File: src/rtl/cbc_cfg.svh
/*
 * Offsets, opcodes and field positions of the branch/compare unit.
 * Assumes inclusion by bare name from the design files.
 */
`ifndef CBC_CFG_SVH
`define CBC_CFG_SVH
// ----------------------------------------
// Opcodes
// ----------------------------------------
`define CBC_OP_BNZ  8'hF2
`define CBC_OP_BZ   8'hE2
`define CBC_OP_BVI  8'hF7
`define CBC_OP_BVV  8'hE7
`define CBC_OP_CAL  8'h52
`define CBC_OP_CIL  8'h72
`define CBC_OP_CAX  8'h82
`define CBC_OP_CAI  8'h92
`define CBC_OP_CII  8'hB2
`define CBC_OP_ADC  8'h57
// ----------------------------------------
// Register offsets and fields
// ----------------------------------------
`define CBC_REG_CTRL   8'h00
`define CBC_REG_PC     8'h04
`define CBC_REG_ACC    8'h08
`define CBC_REG_IDX    8'h0C
`define CBC_REG_FLAGS  8'h10
`define CBC_REG_STATUS 8'h14
`define CBC_CTRL_RUN   0
`define CBC_FLG_C      0
`define CBC_FLG_E      1
`define CBC_FLG_Z      2
`define CBC_FLG_S      3
`define CBC_FLG_V      4
`define CBC_STAT_BUSY  0
`define CBC_STAT_ILL   1
`define CBC_RESP_OK    2'h0
`define CBC_RESP_ERR   2'h2
`endif

File: src/rtl/cbc_pkg.sv
/*
 * Types of the branch/compare unit.
 * Assumes nothing of its surroundings.
 */
`default_nettype none
package cbc_pkg;
    // ----------------------------------------
    // Sequencer states
    // ----------------------------------------
    typedef enum logic [3:0] {
        ST_IDLE = 4'h1,
        ST_OP   = 4'h2,
        ST_ARG  = 4'h4,
        ST_LCT  = 4'h8
    } cbc_state_t;
endpackage : cbc_pkg
`default_nettype wire

File: src/rtl/cbc_unit.sv
/* Channel program branch/compare/add-with-carry executor, AXI4-Lite slave.
 * Assumes combinational program and table stores on the same clock. */
// Summary of operation
// - Branch displacement is a signed byte relative to the operand byte.
// - Branch-if-not-zero F2 jumps when zero is clear, else steps one.
// - Branch-if-zero E2 jumps when zero is set, else steps one.
// - Status branches are the zero branches, testing only zero.
// - Branch-if-block-invalid F7 jumps when valid-block flag is clear.
// - Branch-if-block-valid E7 jumps when valid-block flag is set.
// - Of the opcodes only add-with-carry updates zero; compares and conditional branches leave it alone.
// - Cancel clears zero when a character goes, sets it otherwise.
// - Hand-over clears zero when a block goes, sets it otherwise.
// - Compares subtract, store nothing, set carry and equal from result.
// - Opcode 52 compares accumulator with a table byte.
// - Opcode 72 compares index register with a table byte.
// - Opcode 82 compares accumulator with table byte addressed by index.
// - Opcode 92 compares accumulator with an inline byte.
// - Opcode B2 compares index register with an inline byte.
// - Opcode 57 adds accumulator, carry and a table byte into accumulator.
// - Carry propagates so multi-byte sums work.
// - Add-with-carry sets carry, sign and zero from its result.
`include "cbc_cfg.svh"
`default_nettype none
module cbc_unit
    import cbc_pkg::*;
#(
    parameter int PC_W = 16
) (
    input  wire logic            clk_sys,
    input  wire logic            reset,
    input  wire logic [7:0]      s_axi_awaddr,
    input  wire logic            s_axi_awvalid,
    output logic                 s_axi_awready,
    input  wire logic [31:0]     s_axi_wdata,
    input  wire logic [3:0]      s_axi_wstrb,
    input  wire logic            s_axi_wvalid,
    output logic                 s_axi_wready,
    output logic [1:0]           s_axi_bresp,
    output logic                 s_axi_bvalid,
    input  wire logic            s_axi_bready,
    input  wire logic [7:0]      s_axi_araddr,
    input  wire logic            s_axi_arvalid,
    output logic                 s_axi_arready,
    output logic [31:0]          s_axi_rdata,
    output logic [1:0]           s_axi_rresp,
    output logic                 s_axi_rvalid,
    input  wire logic            s_axi_rready,
    output logic [PC_W-1:0]      prog_addr,
    output logic                 prog_rd,
    input  wire logic [7:0]      prog_data,
    output logic [7:0]           lct_addr,
    output logic                 lct_rd,
    input  wire logic [7:0]      lct_data,
    input  wire logic            valid_block_flag,
    input  wire logic            zero_upd_valid,
    input  wire logic            zero_upd_value,
    input  wire logic            cancel_evt,
    input  wire logic            cancel_done,
    input  wire logic            handover_evt,
    input  wire logic            handover_done,
    output logic [7:0]           acc_out,
    output logic [7:0]           idx_out,
    output logic                 carry_flag,
    output logic                 equal_flag,
    output logic                 zero_flag,
    output logic                 sign_flag
);
    // ----------------------------------------
    // Decode helpers
    // ----------------------------------------
    function automatic logic is_branch(input logic [7:0] op);
        return op == `CBC_OP_BNZ || op == `CBC_OP_BZ ||
               op == `CBC_OP_BVI || op == `CBC_OP_BVV;
    endfunction : is_branch
    function automatic logic uses_lct(input logic [7:0] op);
        return op == `CBC_OP_CAL || op == `CBC_OP_CIL || op == `CBC_OP_ADC;
    endfunction : uses_lct
    function automatic logic is_imm(input logic [7:0] op);
        return op == `CBC_OP_CAI || op == `CBC_OP_CII;
    endfunction : is_imm
    function automatic logic reg_ok(input logic [7:0] a);
        return a == `CBC_REG_CTRL || a == `CBC_REG_PC || a == `CBC_REG_ACC ||
               a == `CBC_REG_IDX || a == `CBC_REG_FLAGS || a == `CBC_REG_STATUS;
    endfunction : reg_ok
    cbc_state_t      st_r;
    logic [PC_W-1:0] pc_r;
    logic [7:0]      op_r, acc_r, idx_r, awaddr_r;
    logic            c_r, e_r, z_r, s_r, run_r, ill_r, aw_full_r, w_full_r, wstrb0_r;
    logic [31:0]     wdata_r;
    // ----------------------------------------
    // Datapath
    // ----------------------------------------
    // The operand byte sits at pc+1, so the target is pc+1+disp.
    logic [PC_W-1:0] pc_tgt, pc_skip;
    logic            br_take, halted, exec_cmp, exec_add, wr_fire, sw_wr, op_unk;
    logic [7:0]      lhs, rhs;
    logic [8:0]      cmp_sum, add_sum;
    assign pc_tgt   = pc_r + PC_W'(1) + {{(PC_W-8){prog_data[7]}}, prog_data};
    assign pc_skip  = pc_r + PC_W'(2);
    assign br_take  = (op_r == `CBC_OP_BNZ && !z_r) || (op_r == `CBC_OP_BZ && z_r) ||
                      (op_r == `CBC_OP_BVI && !valid_block_flag) ||
                      (op_r == `CBC_OP_BVV && valid_block_flag);
    assign halted   = !run_r && st_r == ST_IDLE;
    assign lhs      = (op_r == `CBC_OP_CIL || op_r == `CBC_OP_CII) ? idx_r : acc_r;
    assign rhs      = is_imm(op_r) ? prog_data : lct_data;
    assign cmp_sum  = {1'b0, lhs} + {1'b0, ~rhs} + 9'h001;
    assign add_sum  = {1'b0, acc_r} + {1'b0, rhs} + {8'h00, c_r};
    assign exec_cmp = (st_r == ST_ARG && is_imm(op_r)) ||
                      (st_r == ST_LCT && op_r != `CBC_OP_ADC);
    assign exec_add = st_r == ST_LCT && op_r == `CBC_OP_ADC;
    assign wr_fire  = aw_full_r && w_full_r && !s_axi_bvalid;
    assign sw_wr    = wr_fire && halted && wstrb0_r;
    assign op_unk   = !is_branch(prog_data) && !uses_lct(prog_data) && !is_imm(prog_data) &&
                      prog_data != `CBC_OP_CAX;
    // ----------------------------------------
    // Sequencer
    // ----------------------------------------
    // Opcode fetch, then operand fetch (skipped for 82), then an optional table read.
    always_ff @(posedge clk_sys) begin
        if (reset) begin
            st_r <= ST_IDLE;
        end else begin
            unique case (st_r)
                ST_IDLE: if (run_r) st_r <= ST_OP;
                ST_OP:   st_r <= (prog_data == `CBC_OP_CAX) ? ST_LCT :
                                 (op_unk ? ST_IDLE : ST_ARG);
                ST_ARG:  st_r <= uses_lct(op_r) ? ST_LCT : ST_IDLE;
                ST_LCT:  st_r <= ST_IDLE;
                default: st_r <= ST_IDLE;
            endcase
        end
    end
    // Store strobes; data is read in the cycle the strobe is high.
    always_ff @(posedge clk_sys) begin
        if (reset) begin
            prog_rd   <= 1'b0;
            prog_addr <= '0;
            lct_rd    <= 1'b0;
            lct_addr  <= 8'h00;
            op_r      <= 8'h00;
        end else begin
            prog_rd <= (st_r == ST_IDLE && run_r) ||
                       (st_r == ST_OP && !op_unk && prog_data != `CBC_OP_CAX);
            prog_addr <= (st_r == ST_IDLE) ? pc_r : pc_r + PC_W'(1);
            lct_rd <= (st_r == ST_OP && prog_data == `CBC_OP_CAX) ||
                      (st_r == ST_ARG && uses_lct(op_r));
            lct_addr <= (st_r == ST_OP) ? idx_r : prog_data;
            if (st_r == ST_OP) op_r <= prog_data;
        end
    end
    // Program pointer.
    always_ff @(posedge clk_sys) begin
        if (reset) begin
            pc_r <= '0;
        end else if (sw_wr && awaddr_r == `CBC_REG_PC) begin
            pc_r <= wdata_r[PC_W-1:0];
        end else if (st_r == ST_OP && op_unk) begin
            pc_r <= pc_r + PC_W'(1);
        end else if (st_r == ST_ARG && is_branch(op_r)) begin
            pc_r <= br_take ? pc_tgt : pc_skip;
        end else if (st_r == ST_ARG && is_imm(op_r)) begin
            pc_r <= pc_skip;
        end else if (st_r == ST_LCT) begin
            pc_r <= (op_r == `CBC_OP_CAX) ? pc_r + PC_W'(1) : pc_skip;
        end
    end
    // Indicators. Branches never touch them; own results beat outside reports.
    always_ff @(posedge clk_sys) begin
        if (reset) begin
            c_r <= 1'b0;
            e_r <= 1'b0;
            z_r <= 1'b0;
            s_r <= 1'b0;
        end else if (sw_wr && awaddr_r == `CBC_REG_FLAGS) begin
            c_r <= wdata_r[`CBC_FLG_C];
            e_r <= wdata_r[`CBC_FLG_E];
            z_r <= wdata_r[`CBC_FLG_Z];
            s_r <= wdata_r[`CBC_FLG_S];
        end else if (exec_cmp) begin
            c_r <= cmp_sum[8];
            e_r <= cmp_sum[7:0] == 8'h00;
            z_r <= cancel_evt ? !cancel_done : handover_evt ? !handover_done :
                   zero_upd_valid ? zero_upd_value : z_r;
        end else if (exec_add) begin
            c_r <= add_sum[8];
            s_r <= add_sum[7];
            z_r <= add_sum[7:0] == 8'h00;
        end else if (cancel_evt) begin
            z_r <= !cancel_done;
        end else if (handover_evt) begin
            z_r <= !handover_done;
        end else if (zero_upd_valid) begin
            z_r <= zero_upd_value;
        end
    end
    // Working registers; compares leave both untouched.
    always_ff @(posedge clk_sys) begin
        if (reset) begin
            acc_r <= 8'h00;
            idx_r <= 8'h00;
        end else if (exec_add) begin
            acc_r <= add_sum[7:0];
        end else if (sw_wr && awaddr_r == `CBC_REG_ACC) begin
            acc_r <= wdata_r[7:0];
        end else if (sw_wr && awaddr_r == `CBC_REG_IDX) begin
            idx_r <= wdata_r[7:0];
        end
    end
    // Run control and sticky illegal-opcode flag; a new set beats the clear.
    always_ff @(posedge clk_sys) begin
        if (reset) begin
            run_r <= 1'b0;
            ill_r <= 1'b0;
        end else begin
            if (wr_fire && wstrb0_r && awaddr_r == `CBC_REG_CTRL)
                run_r <= wdata_r[`CBC_CTRL_RUN];
            if (st_r == ST_OP && op_unk)
                ill_r <= 1'b1;
            else if (wr_fire && wstrb0_r && awaddr_r == `CBC_REG_STATUS &&
                     wdata_r[`CBC_STAT_ILL])
                ill_r <= 1'b0;
        end
    end

    // ----------------------------------------
    // AXI4-Lite slave
    // ----------------------------------------
    // Address and data are caught separately; the response follows both.
    always_ff @(posedge clk_sys) begin
        if (reset) begin
            s_axi_awready <= 1'b0;
            s_axi_wready  <= 1'b0;
            s_axi_bvalid  <= 1'b0;
            s_axi_bresp   <= `CBC_RESP_OK;
            aw_full_r     <= 1'b0;
            w_full_r      <= 1'b0;
            awaddr_r      <= 8'h00;
            wdata_r       <= 32'h0000_0000;
            wstrb0_r      <= 1'b0;
        end else begin
            s_axi_awready <= !s_axi_awready && s_axi_awvalid && !aw_full_r;
            s_axi_wready  <= !s_axi_wready && s_axi_wvalid && !w_full_r;
            if (s_axi_awvalid && s_axi_awready) begin
                aw_full_r <= 1'b1;
                awaddr_r  <= s_axi_awaddr;
            end
            if (s_axi_wvalid && s_axi_wready) begin
                w_full_r <= 1'b1;
                wdata_r  <= s_axi_wdata;
                wstrb0_r <= s_axi_wstrb[0];
            end
            if (wr_fire) begin
                aw_full_r    <= 1'b0;
                w_full_r     <= 1'b0;
                s_axi_bvalid <= 1'b1;
                s_axi_bresp  <= reg_ok(awaddr_r) ? `CBC_RESP_OK : `CBC_RESP_ERR;
            end else if (s_axi_bready) begin
                s_axi_bvalid <= 1'b0;
            end
        end
    end
    // Read path; one read outstanding at a time.
    always_ff @(posedge clk_sys) begin
        if (reset) begin
            s_axi_arready <= 1'b0;
            s_axi_rvalid  <= 1'b0;
            s_axi_rdata   <= 32'h0000_0000;
            s_axi_rresp   <= `CBC_RESP_OK;
        end else begin
            s_axi_arready <= !s_axi_arready && s_axi_arvalid && !s_axi_rvalid;
            if (s_axi_arvalid && s_axi_arready) begin
                s_axi_rvalid <= 1'b1;
                s_axi_rresp  <= reg_ok(s_axi_araddr) ? `CBC_RESP_OK : `CBC_RESP_ERR;
                unique case (s_axi_araddr)
                    `CBC_REG_CTRL:   s_axi_rdata <= {31'h0, run_r};
                    `CBC_REG_PC:     s_axi_rdata <= 32'(pc_r);
                    `CBC_REG_ACC:    s_axi_rdata <= {24'h0, acc_r};
                    `CBC_REG_IDX:    s_axi_rdata <= {24'h0, idx_r};
                    `CBC_REG_FLAGS:  s_axi_rdata <= {27'h0, valid_block_flag, s_r, z_r,
                                                      e_r, c_r};
                    `CBC_REG_STATUS: s_axi_rdata <= {30'h0, ill_r, st_r != ST_IDLE};
                    default:         s_axi_rdata <= 32'h0000_0000;
                endcase
            end else if (s_axi_rready) begin
                s_axi_rvalid <= 1'b0;
            end
        end
    end

    // ----------------------------------------
    // Outputs and checks
    // ----------------------------------------
    always_ff @(posedge clk_sys) begin
        if (reset) begin
            {acc_out, idx_out, carry_flag, equal_flag, zero_flag, sign_flag} <= 20'h0_0000;
        end else begin
            {acc_out, idx_out, carry_flag, equal_flag, zero_flag, sign_flag} <=
                {acc_r, idx_r, c_r, e_r, z_r, s_r};
        end
    end
endmodule : cbc_unit
`default_nettype wire

File: config.mk
export PLATFORM = sky130hd
export DESIGN_NAME = cbc_unit
export DESIGN_NICKNAME = d
export VERILOG_FILES = /design/src/rtl/cbc_pkg.sv /design/src/rtl/cbc_unit.sv
export VERILOG_INCLUDE_DIRS = /design/src /design/src/rtl
export SDC_FILE = /design/constraint.sdc
export NUM_CORES = 1
export LEC_CHECK = 0
export ABC_AREA = 1
export BUFFER_PORTS_ARGS = -buffer_cell sky130_fd_sc_hd__buf_2
export CAP_MARGIN = 15
export CORE_AREA = 2 2 161 163
export CTS_BUF_LIST = sky130_fd_sc_hd__clkbuf_4 sky130_fd_sc_hd__clkbuf_8
export DETAILED_ROUTE_END_ITERATION = 8
export DIE_AREA = 0 0 163 165
export PLACE_DENSITY = 0.56
export SLEW_MARGIN = 5
export SYNTH_ARGS = -nofsm -noshare
export SYNTH_HDL_FRONTEND = slang
export SYNTH_SLANG_ARGS = --single-unit
File: constraint.sdc
create_clock -name clk_sys -period 8.8 [get_ports clk_sys]
set_input_delay 2.2 -clock clk_sys [delete_from_list [all_inputs] [get_ports clk_sys]]
set_output_delay 2.2 -clock clk_sys [all_outputs]
set_load 0.01 [all_outputs]
# Yosys cells after proc, flatten, opt, wreduce, memory -nomap -nowiden
# Index checks and enable logic that the tools add are counted.
[classes]
addsub = 7
n_eq_ne = 39
n_mux = 41
n_bitwise = 3
n_reduce_logical = 99
[ops]
columns = ["operator", "n"]
rows = [
  ["16-bit 2-to-1 mux", 8],
  ["8-bit == test, second input constant", 14],
  ["16-bit case mux with 6 select lines", 1],
  ["8-bit by 7-bit == test with 1-bit output, second input constant", 6],
  ["8-bit 2-to-1 mux", 5],
  ["1-bit logical AND", 39],
  ["8-bit by 4-bit == test with 1-bit output, second input constant", 4],
  ["8-bit by 5-bit == test with 1-bit output, second input constant", 4],
  ["8-bit zero test", 4],
  ["1-bit logical OR", 29],
  ["1-bit 2-to-1 mux", 20],
  ["8-bit by 8-bit adder with 9-bit output", 2],
  ["16-bit by 1-bit adder with 16-bit output, second input constant", 1],
  ["16-bit adder", 1],
  ["16-bit by 2-bit adder with 16-bit output, second input constant", 1],
  ["8-bit by 3-bit == test with 1-bit output, second input constant", 2],
  ["1-bit zero test", 16],
  ["4-bit 2-to-1 mux", 3],
  ["4-bit case mux with 3 select lines", 1],
  ["2-bit nonzero test", 6],
  ["9-bit by 1-bit adder with 9-bit output", 1],
  ["9-bit by 1-bit adder with 9-bit output, second input constant", 1],
  ["8-bit by 7-bit inequality test with 1-bit output, second input constant", 1],
  ["8-bit inequality test, second input constant", 1],
  ["other kinds (16)", 18],
]
[word_totals]
regBits = 164
input_bits = 82
output_inout_bits = 87
word_cells = 223

# Logic depth before layout (Yosys ltp)
# Gate-level depths: netlist of the first run.
[logic_depth]
depth_word = 12
depth_mapped = 23
ltp_nobuf = 23

# Least setup slack after synthesis of the first run
# Ideal clock, no wire load.
[synth_timing]
kind = "in2reg"
from = "in prog_data[0]"
to = "reg c_r"
setup_ns = 0.109
arrival_time_ns = 3.921
t_required_ns = 8.691
slack_ns = 4.770
cell_stages = 14
path_buffers = 0
path_cell_list = "nand2_1 -> nand2_1 -> fa_1 -> fa_1 -> nand3_1 -> nand3_1 -> a21oi_1 -> o21bai_1 -> a21oi_1 -> nor2_1 -> o21bai_1 -> nand3_1 -> nand2_1 -> inv_1"
[synth_between]
elab_chain_cells = 6
elab_cells_between_ends = 9
classes_between = "4 x add/sub; 4 x mux; 1 x bitwise"
[synth_lines]
columns = ["element", "line_no", "source"]
rows = [
  ["from (decl)", "cbc_unit.sv:50", "input wire logic [7:0] prog_data,"],
  ["8-bit 2-to-1 mux (*)", "cbc_unit.sv:105", "assign rhs = is_imm(op_r) ? prog_data : lct_data;"],
  ["8-bit by 8-bit adder with 9-bit output / 8-bit NOT (equally long branches)", "cbc_unit.sv:107, cbc_unit.sv:106", ""],
  ["9-bit by 1-bit adder with 9-bit output / 8-bit by 8-bit adder with 9-bit output (equally long branches)", "cbc_unit.sv:107, cbc_unit.sv:106", ""],
  ["1-bit 2-to-1 mux / 9-bit by 1-bit adder with 9-bit output (equally long branches)", "cbc_unit.sv:184, cbc_unit.sv:106", ""],
  ["1-bit 2-to-1 mux (*)", "cbc_unit.sv:179", "end else if (exec_cmp) begin"],
  ["1-bit 2-to-1 mux (*)", "cbc_unit.sv:174", "end else if (sw_wr && awaddr_r == `CBC_REG_FLAGS) begin"],
  ["to (signal assigned)", "cbc_unit.sv:175", "c_r <= wdata_r[`CBC_FLG_C];"],
  ["to (signal assigned)", "cbc_unit.sv:180", "c_r <= cmp_sum[8];"],
  ["to (signal assigned)", "cbc_unit.sv:185", "c_r <= add_sum[8];"],
  ["to (decl)", "cbc_unit.sv:88", "logic c_r, e_r, z_r, s_r, run_r, ill_r, aw_full_r, w_full_r, wstrb0_r;"],
]
# Mark *: on every way between the ends. The rest lies on a longest branch, timed or not. The select of a mux whose other input is x is not followed.
# A chain may end at the register's enable or synchronous reset.

# Worst setup path after layout of the first run
[layout_timing]
from = "in prog_data[1]"
to = "reg e_r"
[layout_between]
elab_chain_cells = 7
[layout_lines]
columns = ["element", "line_no", "source"]
rows = [
  ["8-bit 2-to-1 mux", "cbc_unit.sv:105", ""],
  ["8-bit NOT", "cbc_unit.sv:106", "assign cmp_sum = {1'b0, lhs} + {1'b0, ~rhs} + 9'h001;"],
  ["8-bit by 8-bit adder with 9-bit output", "cbc_unit.sv:106", ""],
  ["9-bit by 1-bit adder with 9-bit output", "cbc_unit.sv:106", ""],
  ["8-bit zero test", "cbc_unit.sv:181", "e_r <= cmp_sum[7:0] == 8'h00;"],
  ["1-bit 2-to-1 mux", "cbc_unit.sv:179", ""],
  ["1-bit 2-to-1 mux", "cbc_unit.sv:174", ""],
  ["to (signal assigned)", "cbc_unit.sv:176", "e_r <= wdata_r[`CBC_FLG_E];"],
  ["to (decl)", "cbc_unit.sv:88", ""],
]
# Every way passes these cells. The select of a mux whose other input is x is not followed.

==> qor.txt, run 1 <==
TritonCTS clock tree = built
EDFF count, synth = 0
Longest Clk Path Bufs = 2
LEAKAGE = 4.72 nW
Register Area = 2920 um2
Most common cell after layout, fill and taps aside = nand2_1
Crit-path max FO = 4
Final Util = 39.4%
DRT iter0 DRCs = 685
Via count = 8,472
Hpwl dp = 21.4 mm
Setup TNS Final = 0 ns
Ys async rst share = 0%
PnR worst setup slack = 4.61 ns
Count of boundary I/O pins = 169
Layout cell share with drive strength beyond 1 = 15.4%
ANT cells = 0
Vias in the first global route = 7,969
Post-route minimum period = 4.19 ns
Fillers = 2,707
Critical path type = input pin to flip-flop
Die area = 26,900 um2
CTS root buf = clkbuf_8
Clock sinks = 146
Final hold slack = 0.436 ns
RSZ-0062 raised after global routing = no
Final wirelength = 27.9 mm
Status = finished, final reports clean
Nets@finish = 1,496
Largest net degree at the start of global routing = 58
Post-route clock period utilization = 47.6%
PostCTS Resize Cnt = 0
Synth-to-Final Area Change = 13.6%
Min-Delay Path Class = flip-flop to flip-flop
DRT Pass-1 Iters = 5
Core Box Area = 25,000 um2
Synth area leader = dfxtp_1
Num CTS Buffers = 17
Port Buf Inserts = 131
Worst EP arrival = 4.58 ns
PD cells = 134 nW/um2
Yosys top cell area share = 33.7%
Final Instance Area = 9860 um2
Slew Viols, Final = 0
Commonest non-fill, non-tap cells in the layout = 262 x nand2_1, 163 x inv_1, 146 x dfxtp_1
Startpoint Class = input pin
Register area share after synthesis = 33.7%
Distinct cells, synth = 56
Final-report setup violation count = 0
DRC = 0
Routability cong. = 0.934
WL/cell = 16.2 um
Row cnt = 58
Synth warn = 0
Critical path data required time = 9.19 ns
Antenna-violating nets left = 0
Overflow after GRT = 0
Mapped Cells = 1,270
Clk slew on worst S/H paths = 0.09 ns
Initial antenna violation count = 0
MaxCap Viol Count = 0
First-pass GRT wire length = 43.2 mm
Skew final = 0.0143 ns
Final count of hold timing violations = 0
Actual slew at the worst max-slew pin = 1.00 ns
Initial Util = 34.7%
Die Span Y = 165 um
Cell Area, Placed = 9480 um2
Mapped cell area = 8680 um2
Mean Syn Cell Area = 6.83 um2
Synth area leaders = dfxtp_1 34%, nand2_1 11%, inv_1 7.1%
Max Fclk = 238 MHz
Post-CTS Hold Buffers = 0
GR Util All Layers = 20.8%
Relative slew slack = 33.1%
Clock latency on the worst-skew pair = 0.46 ns
DR vias/cell = 4.92
VDD IR max = 0.000109 V
Post-CTS setup buffers = 0
Combined area of the multi-input logic cells = 4800 um2
Die Wd = 163 um
FF+latch count, synth = 146
H-tree Lvls = 4
Pre-CTS WS = 4.18 ns
Top_reg_cell synth = dfxtp_1
Critical path endpoint category = flip-flop
[metal layers]
metal / vias to the layer above / global-route usage (%) / wire length (um)
met5: - / 0 / 0
met4: 0 / 6.07 / 502
met3: 35 / 3.39 / 1640
met2: 266 / 33.1 / 12400
met1: 3849 / 29.0 / 13300
li1: 4322 / - / -
[cells in the mapped netlist, types with 5 or more instances]
cell	instances
nand2_1	262
inv_1	164
dfxtp_1	146
o21ai_0	117
nor2_1	116
a21oi_1	115
nand3_1	53
ha_1	32
clkbuf_1	30
xor2_1	30
nor3_1	25
buf_4	24
o21ai_1	17
o211ai_1	14
nand4_1	11
xnor2_1	10
nor2_2	8
o22ai_1	8
nand2_2	6
or2_2	5
[flip-flops by register name (all words and copies together), names as in the netlist, 4 cells and up]
register,count
acc_out,8
acc_r,8
awaddr_r,8
idx_out,8
idx_r,8
lct_addr,8
op_r,8
pc_r,16
prog_addr,16
s_axi_rdata,16
st_r,4
wdata_r,16
[power by group]
part	switching (mW)	internal, mW
Clock	0.290	0.242
Combinational	0.0769	0.0385
Sequential	0.00635	0.672
[worst paths after layout]
kind,slack [ns],depth (start not counted),startpoint,to
setup / recovery,4.61,14,prog_data[1],e_r$_SDFFE_PP0P_
hold reg to reg,0.44,1,s_axi_arready$_SDFF_PP0_,s_axi_arready$_SDFF_PP0_
hold / removal,0.44,1,s_axi_arready$_SDFF_PP0_,s_axi_arready$_SDFF_PP0_
setup reg to reg,4.99,19,pc_r[0]$_SDFFE_PP0P_,pc_r[13]$_SDFFE_PP0N_
[stage by stage]
step | std cells | power [mW]
floorplan | 1287 | 0.769
global placement | 1690 | 0.808
detailed placement | 1690 | 0.809
CTS | 1721 | 1.34
global route | 1721 | 1.38
finish | 1721 | 1.33
[kinds of logic (layout without fill, tap and decap cells)]
family / count (synthesis) / in the layout / synth area share, %
mux: 1 / 1 / 0.115
fa+ha+maj: 35 / 35 / 5.30
simple gates: 513 / 513 / 26.3
compound gates: 299 / 299 / 18.8
flops: 146 / 146 / 33.7
buf+inv: 235 / 339 / 11.8
xor+xnor: 40 / 40 / 4.04
other cells: 1 / 18 / 0.0432
[cell type report]
type | count | area share [%]
well taps | 330 | 4.19
multi-input cells | 906 | 48.7
inverters | 175 | 6.82
repair buffers | 133 | 6.80
flip-flops and latches | 146 | 29.6
clock buffers | 19 | 2.65
clock inverters | 12 | 1.24
[critical path, stage by stage]
cell,delay (ns)
buf_2,0.16
inv_1,0.11
o21ai_0,0.49
inv_1,0.10
ha_1,0.32
inv_1,0.04
o21bai_1,0.28
nand2_1,0.09
o211ai_1,0.15
nand2_1,0.11
nand2_1,0.09
xor2_1,0.14
nand4_1,0.13
a21oi_1,0.17
Note: power is estimated with default switching activity, not from simulation.
==> inputs of run 2 (changes only) <==
--- a/config.mk
+++ b/config.mk
@@ -13,7 +13,7 @@
 export CTS_BUF_LIST = sky130_fd_sc_hd__clkbuf_4 sky130_fd_sc_hd__clkbuf_8
 export DETAILED_ROUTE_END_ITERATION = 8
 export DIE_AREA = 0 0 163 165
-export PLACE_DENSITY = 0.56
+export PLACE_DENSITY = 0.58
 export SLEW_MARGIN = 5
 export SYNTH_ARGS = -nofsm -noshare
 export SYNTH_HDL_FRONTEND = slang
==> constraint.sdc (replaced) <==
create_clock -name clk_sys -period 3.85 [get_ports clk_sys]
set_input_delay 0.9625 -clock clk_sys [delete_from_list [all_inputs] [get_ports clk_sys]]
set_output_delay 0.9625 -clock clk_sys [all_outputs]
set_load 0.01 [all_outputs]
==> run 2 against run 1 <==
Effect of this change: sequential cell count is the same; via count increased by 0.94%; wire length barely moved; hold slack gained 0.00053 ns; non-clock buffer count is 8 higher; combinational power grew 130%; sequential share of layout area decreased by 0.25 points; final area up 0.86%; critical path type is now flip-flop to flip-flop; largest cell class unchanged.
==> qor.txt, run 2 (same netlist as run 1, synthesis figures left out) <==
Nets@finish = 1,504
Die Span Y = 165 um
Clock sinks = 146
Die Wd = 163 um
Antenna-violating nets left = 0
Commonest non-fill, non-tap cells in the layout = 262 x nand2_1, 163 x inv_1, 146 x dfxtp_1
LEAKAGE = 4.78 nW
Routability cong. = 0.922
Final Instance Area = 9950 um2
Setup TNS Final = 0 ns
Port Buf Inserts = 131
Hold endpoint = s_axi_arready$_SDFF_PP0_
MaxCap Viol Count = 0
Clock latency on the worst-skew pair = 0.46 ns
Reg2reg end = pc_r[13]$_SDFFE_PP0N_
WL/cell = 16.1 um
TritonCTS clock tree = built
DRC = 0
Worst EP arrival = 3.79 ns
Overflow after GRT = 0
Final-report setup violation count = 0
RSZ-0062 raised after global routing = no
GR Util All Layers = 20.8%
Num CTS Buffers = 17
DR vias/cell = 4.95
Hold wc startpoint = s_axi_arready$_SDFF_PP0_
DRT iter0 DRCs = 641
Crit-path max FO = 7
Longest Clk Path Bufs = 2
Core Box Area = 25,000 um2
PD cells = 309 nW/um2
PostCTS Resize Cnt = 0
Post-route minimum period = 3.40 ns
Reg-to-Reg Start = pc_r[1]$_SDFFE_PP0N_
DRT Pass-1 Iters = 5
Hold path cells = 1
Final count of hold timing violations = 0
Synth-to-Final Area Change = 14.6%
Count of boundary I/O pins = 169
CTS root buf = clkbuf_8
Reg2Reg Setup Slack = 0.45 ns
Most common cell after layout, fill and taps aside = nand2_1
Post-route clock period utilization = 88.3%
Slew Viols, Final = 0
Row cnt = 58
Actual slew at the worst max-slew pin = 0.665 ns
Max Fclk = 294 MHz
Critical path endpoint category = flip-flop
First-pass GRT wire length = 43.0 mm
Relative slew slack = 55.4%
VDD IR max = 0.000185 V
PnR worst setup slack = 0.450 ns
Pre-CTS WS = 0.499 ns
Layout cell share with drive strength beyond 1 = 15.9%
Initial Util = 34.7%
Startpoint Class = flip-flop
Via count = 8,552
Clk slew on worst S/H paths = 0.09 ns
Vias in the first global route = 7,997
Cell Area, Placed = 9550 um2
Worst R2R Path Depth = 19
Largest net degree at the start of global routing = 62
ANT cells = 0
Skew final = 0.0137 ns
Critical path type = flip-flop to flip-flop
Min-Delay Path Class = flip-flop to flip-flop
Status = finished, final reports clean
Initial antenna violation count = 0
Final wirelength = 27.9 mm
H-tree Lvls = 4
Post-CTS setup buffers = 0
Post-CTS Hold Buffers = 0
Die area = 26,900 um2
Critical path data required time = 4.24 ns
Hpwl dp = 21.6 mm
-- run 2: how the worst max path moves through the flow --
stage,start,endpoint,slack (ns),depth (start not counted)
finish,pc_r[1]$_SDFFE_PP0N_,pc_r[13]$_SDFFE_PP0N_,0.45,19
floorplan,op_r[1]$_SDFFE_PP0P_,c_r$_SDFFE_PP0P_,0.95,20
CTS,op_r[1]$_SDFFE_PP0P_,c_r$_SDFFE_PP0P_,0.51,19
detailed placement,op_r[1]$_SDFFE_PP0P_,c_r$_SDFFE_PP0P_,0.50,19
global route,pc_r[1]$_SDFFE_PP0N_,pc_r[13]$_SDFFE_PP0N_,0.11,20
global placement,prog_data[1],e_r$_SDFFE_PP0P_,0.54,14
-- run 2: layer usage --
| layer | GRT usage, % | share of wire [%] | up-vias |
|---|---|---|---|
| li1 | - | - | 4337 |
| met1 | 29.0 | 48 | 3885 |
| met2 | 33.0 | 44 | 291 |
| met3 | 3.21 | 5.8 | 39 |
| met4 | 6.28 | 2.0 | 0 |
| met5 | 0 | 0 | - |
-- run 2: layout make-up --
cell class / count / area, um2
repair buffers: 141 / 743
inverters: 175 / 673
multi-input cells: 906 / 4800
clock buffers: 18 / 248
clock inverters: 13 / 149
fillers: 2721 / 15100
well taps: 330 / 413
flip-flops and latches: 146 / 2920
-- run 2: through the flow --
step                hold slack [ns]  power [mW]  utilization, %  cells
finish                        0.436        3.07            39.7   1729
global route                  0.457        3.20            39.7   1729
CTS                           0.442        3.09            39.7   1729
detailed placement            0.429        1.85            38.2   1698
global placement              0.427        1.85            38.2   1698
floorplan                     0.426        1.76               -   1287
-- run 2: worst max-delay path, stage by stage (launching register included) --
cell and delay, ns:
dfxtp_1 0.52, ha_1 0.27, inv_1 0.06, nor2_2 0.20, nand2_1 0.16, xor2_1 0.25, o21a_1 0.21, inv_1 0.06
ha_1 0.35, nand2_1 0.14, inv_1 0.06, a21oi_1 0.24, nor2_1 0.09, nor2_1 0.17, a21oi_1 0.09, o21ai_1 0.14
nand2_1 0.06, nand2_1 0.09, nand2_1 0.07, a21oi_2 0.10
-- run 2: power breakdown --
group / internal [mW] / leakage, nW / switching, mW
logic: 0.0901 / 3.40 / 0.176
registers: 1.54 / 1.18 / 0.0152
clock network: 0.600 / 0.198 / 0.653
total: 2.23 / 4.78 / 0.845
==> inputs of run 3 (changes only) <==
--- a/config.mk
+++ b/config.mk
@@ -13,7 +13,7 @@
 export CTS_BUF_LIST = sky130_fd_sc_hd__clkbuf_4 sky130_fd_sc_hd__clkbuf_8
 export DETAILED_ROUTE_END_ITERATION = 8
 export DIE_AREA = 0 0 163 165
-export PLACE_DENSITY = 0.58
+export PLACE_DENSITY_LB_ADDON = 0.15
 export SLEW_MARGIN = 5
 export SYNTH_ARGS = -nofsm -noshare
 export SYNTH_HDL_FRONTEND = slang
==> run 3 against run 2 <==
Effect of this change: die area unchanged; wire length grew 3.2%; critical path depth stayed put; largest cell class unchanged.
==> qor.txt, run 3 (same netlist as run 1, synthesis figures left out) <==
Clock latency on the worst-skew pair = 0.46 ns
Antenna-violating nets left = 0
Final hold slack = 0.436 ns
DR vias/cell = 4.92
DRC = 0
Reg-to-Reg Start = pc_r[1]$_SDFFE_PP0N_
PD cells = 316 nW/um2
Reg2Reg Setup Slack = 0.43 ns
Port Buf Inserts = 131
TritonCTS clock tree = built
Startpoint Class = flip-flop
Routability cong. = 0.895
Overflow after GRT = 0
Slowest cell on the critical path = dfxtp_1
Reg2reg end = pc_r[13]$_SDFFE_PP0N_
Max Fclk = 293 MHz
Die Span Y = 165 um
Critical path data required time = 4.24 ns
Final count of hold timing violations = 0
WL/cell = 16.6 um
Worst EP arrival = 3.80 ns
Setup TNS Final = 0 ns
Worst path max stage delay = 0.53 ns
Post-CTS Hold Buffers = 0
Final-report setup violation count = 0
Count of boundary I/O pins = 169
PnR worst setup slack = 0.435 ns
Levels on crit path = 19
Hpwl dp = 22.3 mm
Largest net degree at the start of global routing = 58
Hold path cells = 1
Actual slew at the worst max-slew pin = 0.866 ns
Synth-to-Final Area Change = 15.2%
Status = finished, final reports clean
CP top delay family = simple AND/OR/NAND/NOR gates
Clk slew on worst S/H paths = 0.09 ns
Vias in the first global route = 7,824
Hold endpoint = s_axi_arready$_SDFF_PP0_
Via count = 8,530
Most used cell, CP = nand2_1
Relative slew slack = 42.1%
Critical path type = flip-flop to flip-flop
Slew Viols, Final = 0
Cell Chain, Critical Path = ha_1 -> inv_1 -> nor2_2 -> nand2_1 -> xor2_1 -> o21a_1 -> inv_1 -> ha_1 -> nand2_1 -> inv_1 -> a21oi_1 -> nor2_1 -> nor2_1 -> a21oi_1 -> o21ai_1 -> nand2_1 -> nand2_1 -> nand2_1 -> a21oi_2
Commonest non-fill, non-tap cells in the layout = 262 x nand2_1, 163 x inv_1, 146 x dfxtp_1
Clock sinks = 146
Num CTS Buffers = 17
Critical path endpoint category = flip-flop
Post-route clock period utilization = 88.7%
CTS root buf = clkbuf_8
Row cnt = 58
First-pass GRT wire length = 44.0 mm
Crit-path max FO = 7
Post-route minimum period = 3.42 ns
Die Wd = 163 um
Min-Delay Path Class = flip-flop to flip-flop
MaxCap Viol Count = 0
Die area = 26,900 um2
LEAKAGE = 4.80 nW
PostCTS Resize Cnt = 0
Core Box Area = 25,000 um2
Layout cell share with drive strength beyond 1 = 16.0%
ANT cells = 0
Initial antenna violation count = 0
Hold wc startpoint = s_axi_arready$_SDFF_PP0_
Longest Clk Path Bufs = 2
DRT Pass-1 Iters = 5
GR Util All Layers = 21.5%
H-tree Lvls = 4
Skew final = 0.0145 ns
Pre-CTS WS = 0.495 ns
VDD IR max = 0.000172 V
Total power = 3.16 mW
Post-CTS setup buffers = 0
Initial Util = 34.7%
Final wirelength = 28.8 mm
RSZ-0062 raised after global routing = no
DRT iter0 DRCs = 565
Nets@finish = 1,506
Buffers & Inverters on Critical Path = 3
Most common cell after layout, fill and taps aside = nand2_1
Worst R2R Path Depth = 19
-- run 3: worst max path at each step --
stage / end / slack [ns] / start
2_1_floorplan: c_r$_SDFFE_PP0P_ / 0.95 / op_r[1]$_SDFFE_PP0P_
3_3_place_gp: pc_r[13]$_SDFFE_PP0N_ / 0.51 / pc_r[1]$_SDFFE_PP0N_
3_5_place_dp: pc_r[13]$_SDFFE_PP0N_ / 0.49 / pc_r[1]$_SDFFE_PP0N_
4_1_cts: pc_r[13]$_SDFFE_PP0N_ / 0.46 / pc_r[1]$_SDFFE_PP0N_
5_1_grt: e_r$_SDFFE_PP0P_ / 0.02 / op_r[1]$_SDFFE_PP0P_
6_report: pc_r[13]$_SDFFE_PP0N_ / 0.43 / pc_r[1]$_SDFFE_PP0N_
-- run 3: metal layers --
layer  vias to the layer above  wire length (um)  track usage, %
met5                         -                 0               0
met4                         0               391            4.67
met3                        24              1700            3.52
met2                       261             12800            34.6
met1                      3893             13900            30.2
li1                       4352                 -               -
-- run 3: stage by stage --
| step | instance area, um2 | instances | utilization, % |
|---|---|---|---|
| final | 10000 | 1732 | 39.9 |
| after global routing | 10000 | 1732 | 39.9 |
| after CTS | 10000 | 1732 | 39.9 |
| after detailed placement | 9570 | 1700 | 38.2 |
| after global placement | 9570 | 1700 | 38.2 |
| after floorplan | 8740 | 1287 | - |
-- run 3: area by class of cell --
cell class	instances	area, um2
clock inverters	13	173
inverters	175	673
clock buffers	19	262
fillers	2735	15000
flip-flops and latches	146	2920
well taps	330	413
multi-input cells	906	4800
repair buffers	143	758
-- run 3: report_power, final --
part	switching (mW)	leakage [nW]	internal (mW)	total, mW
sequential	0.0157	1.18	1.54	1.55
clock	0.654	0.211	0.687	1.34
combinational	0.177	3.41	0.0904	0.268
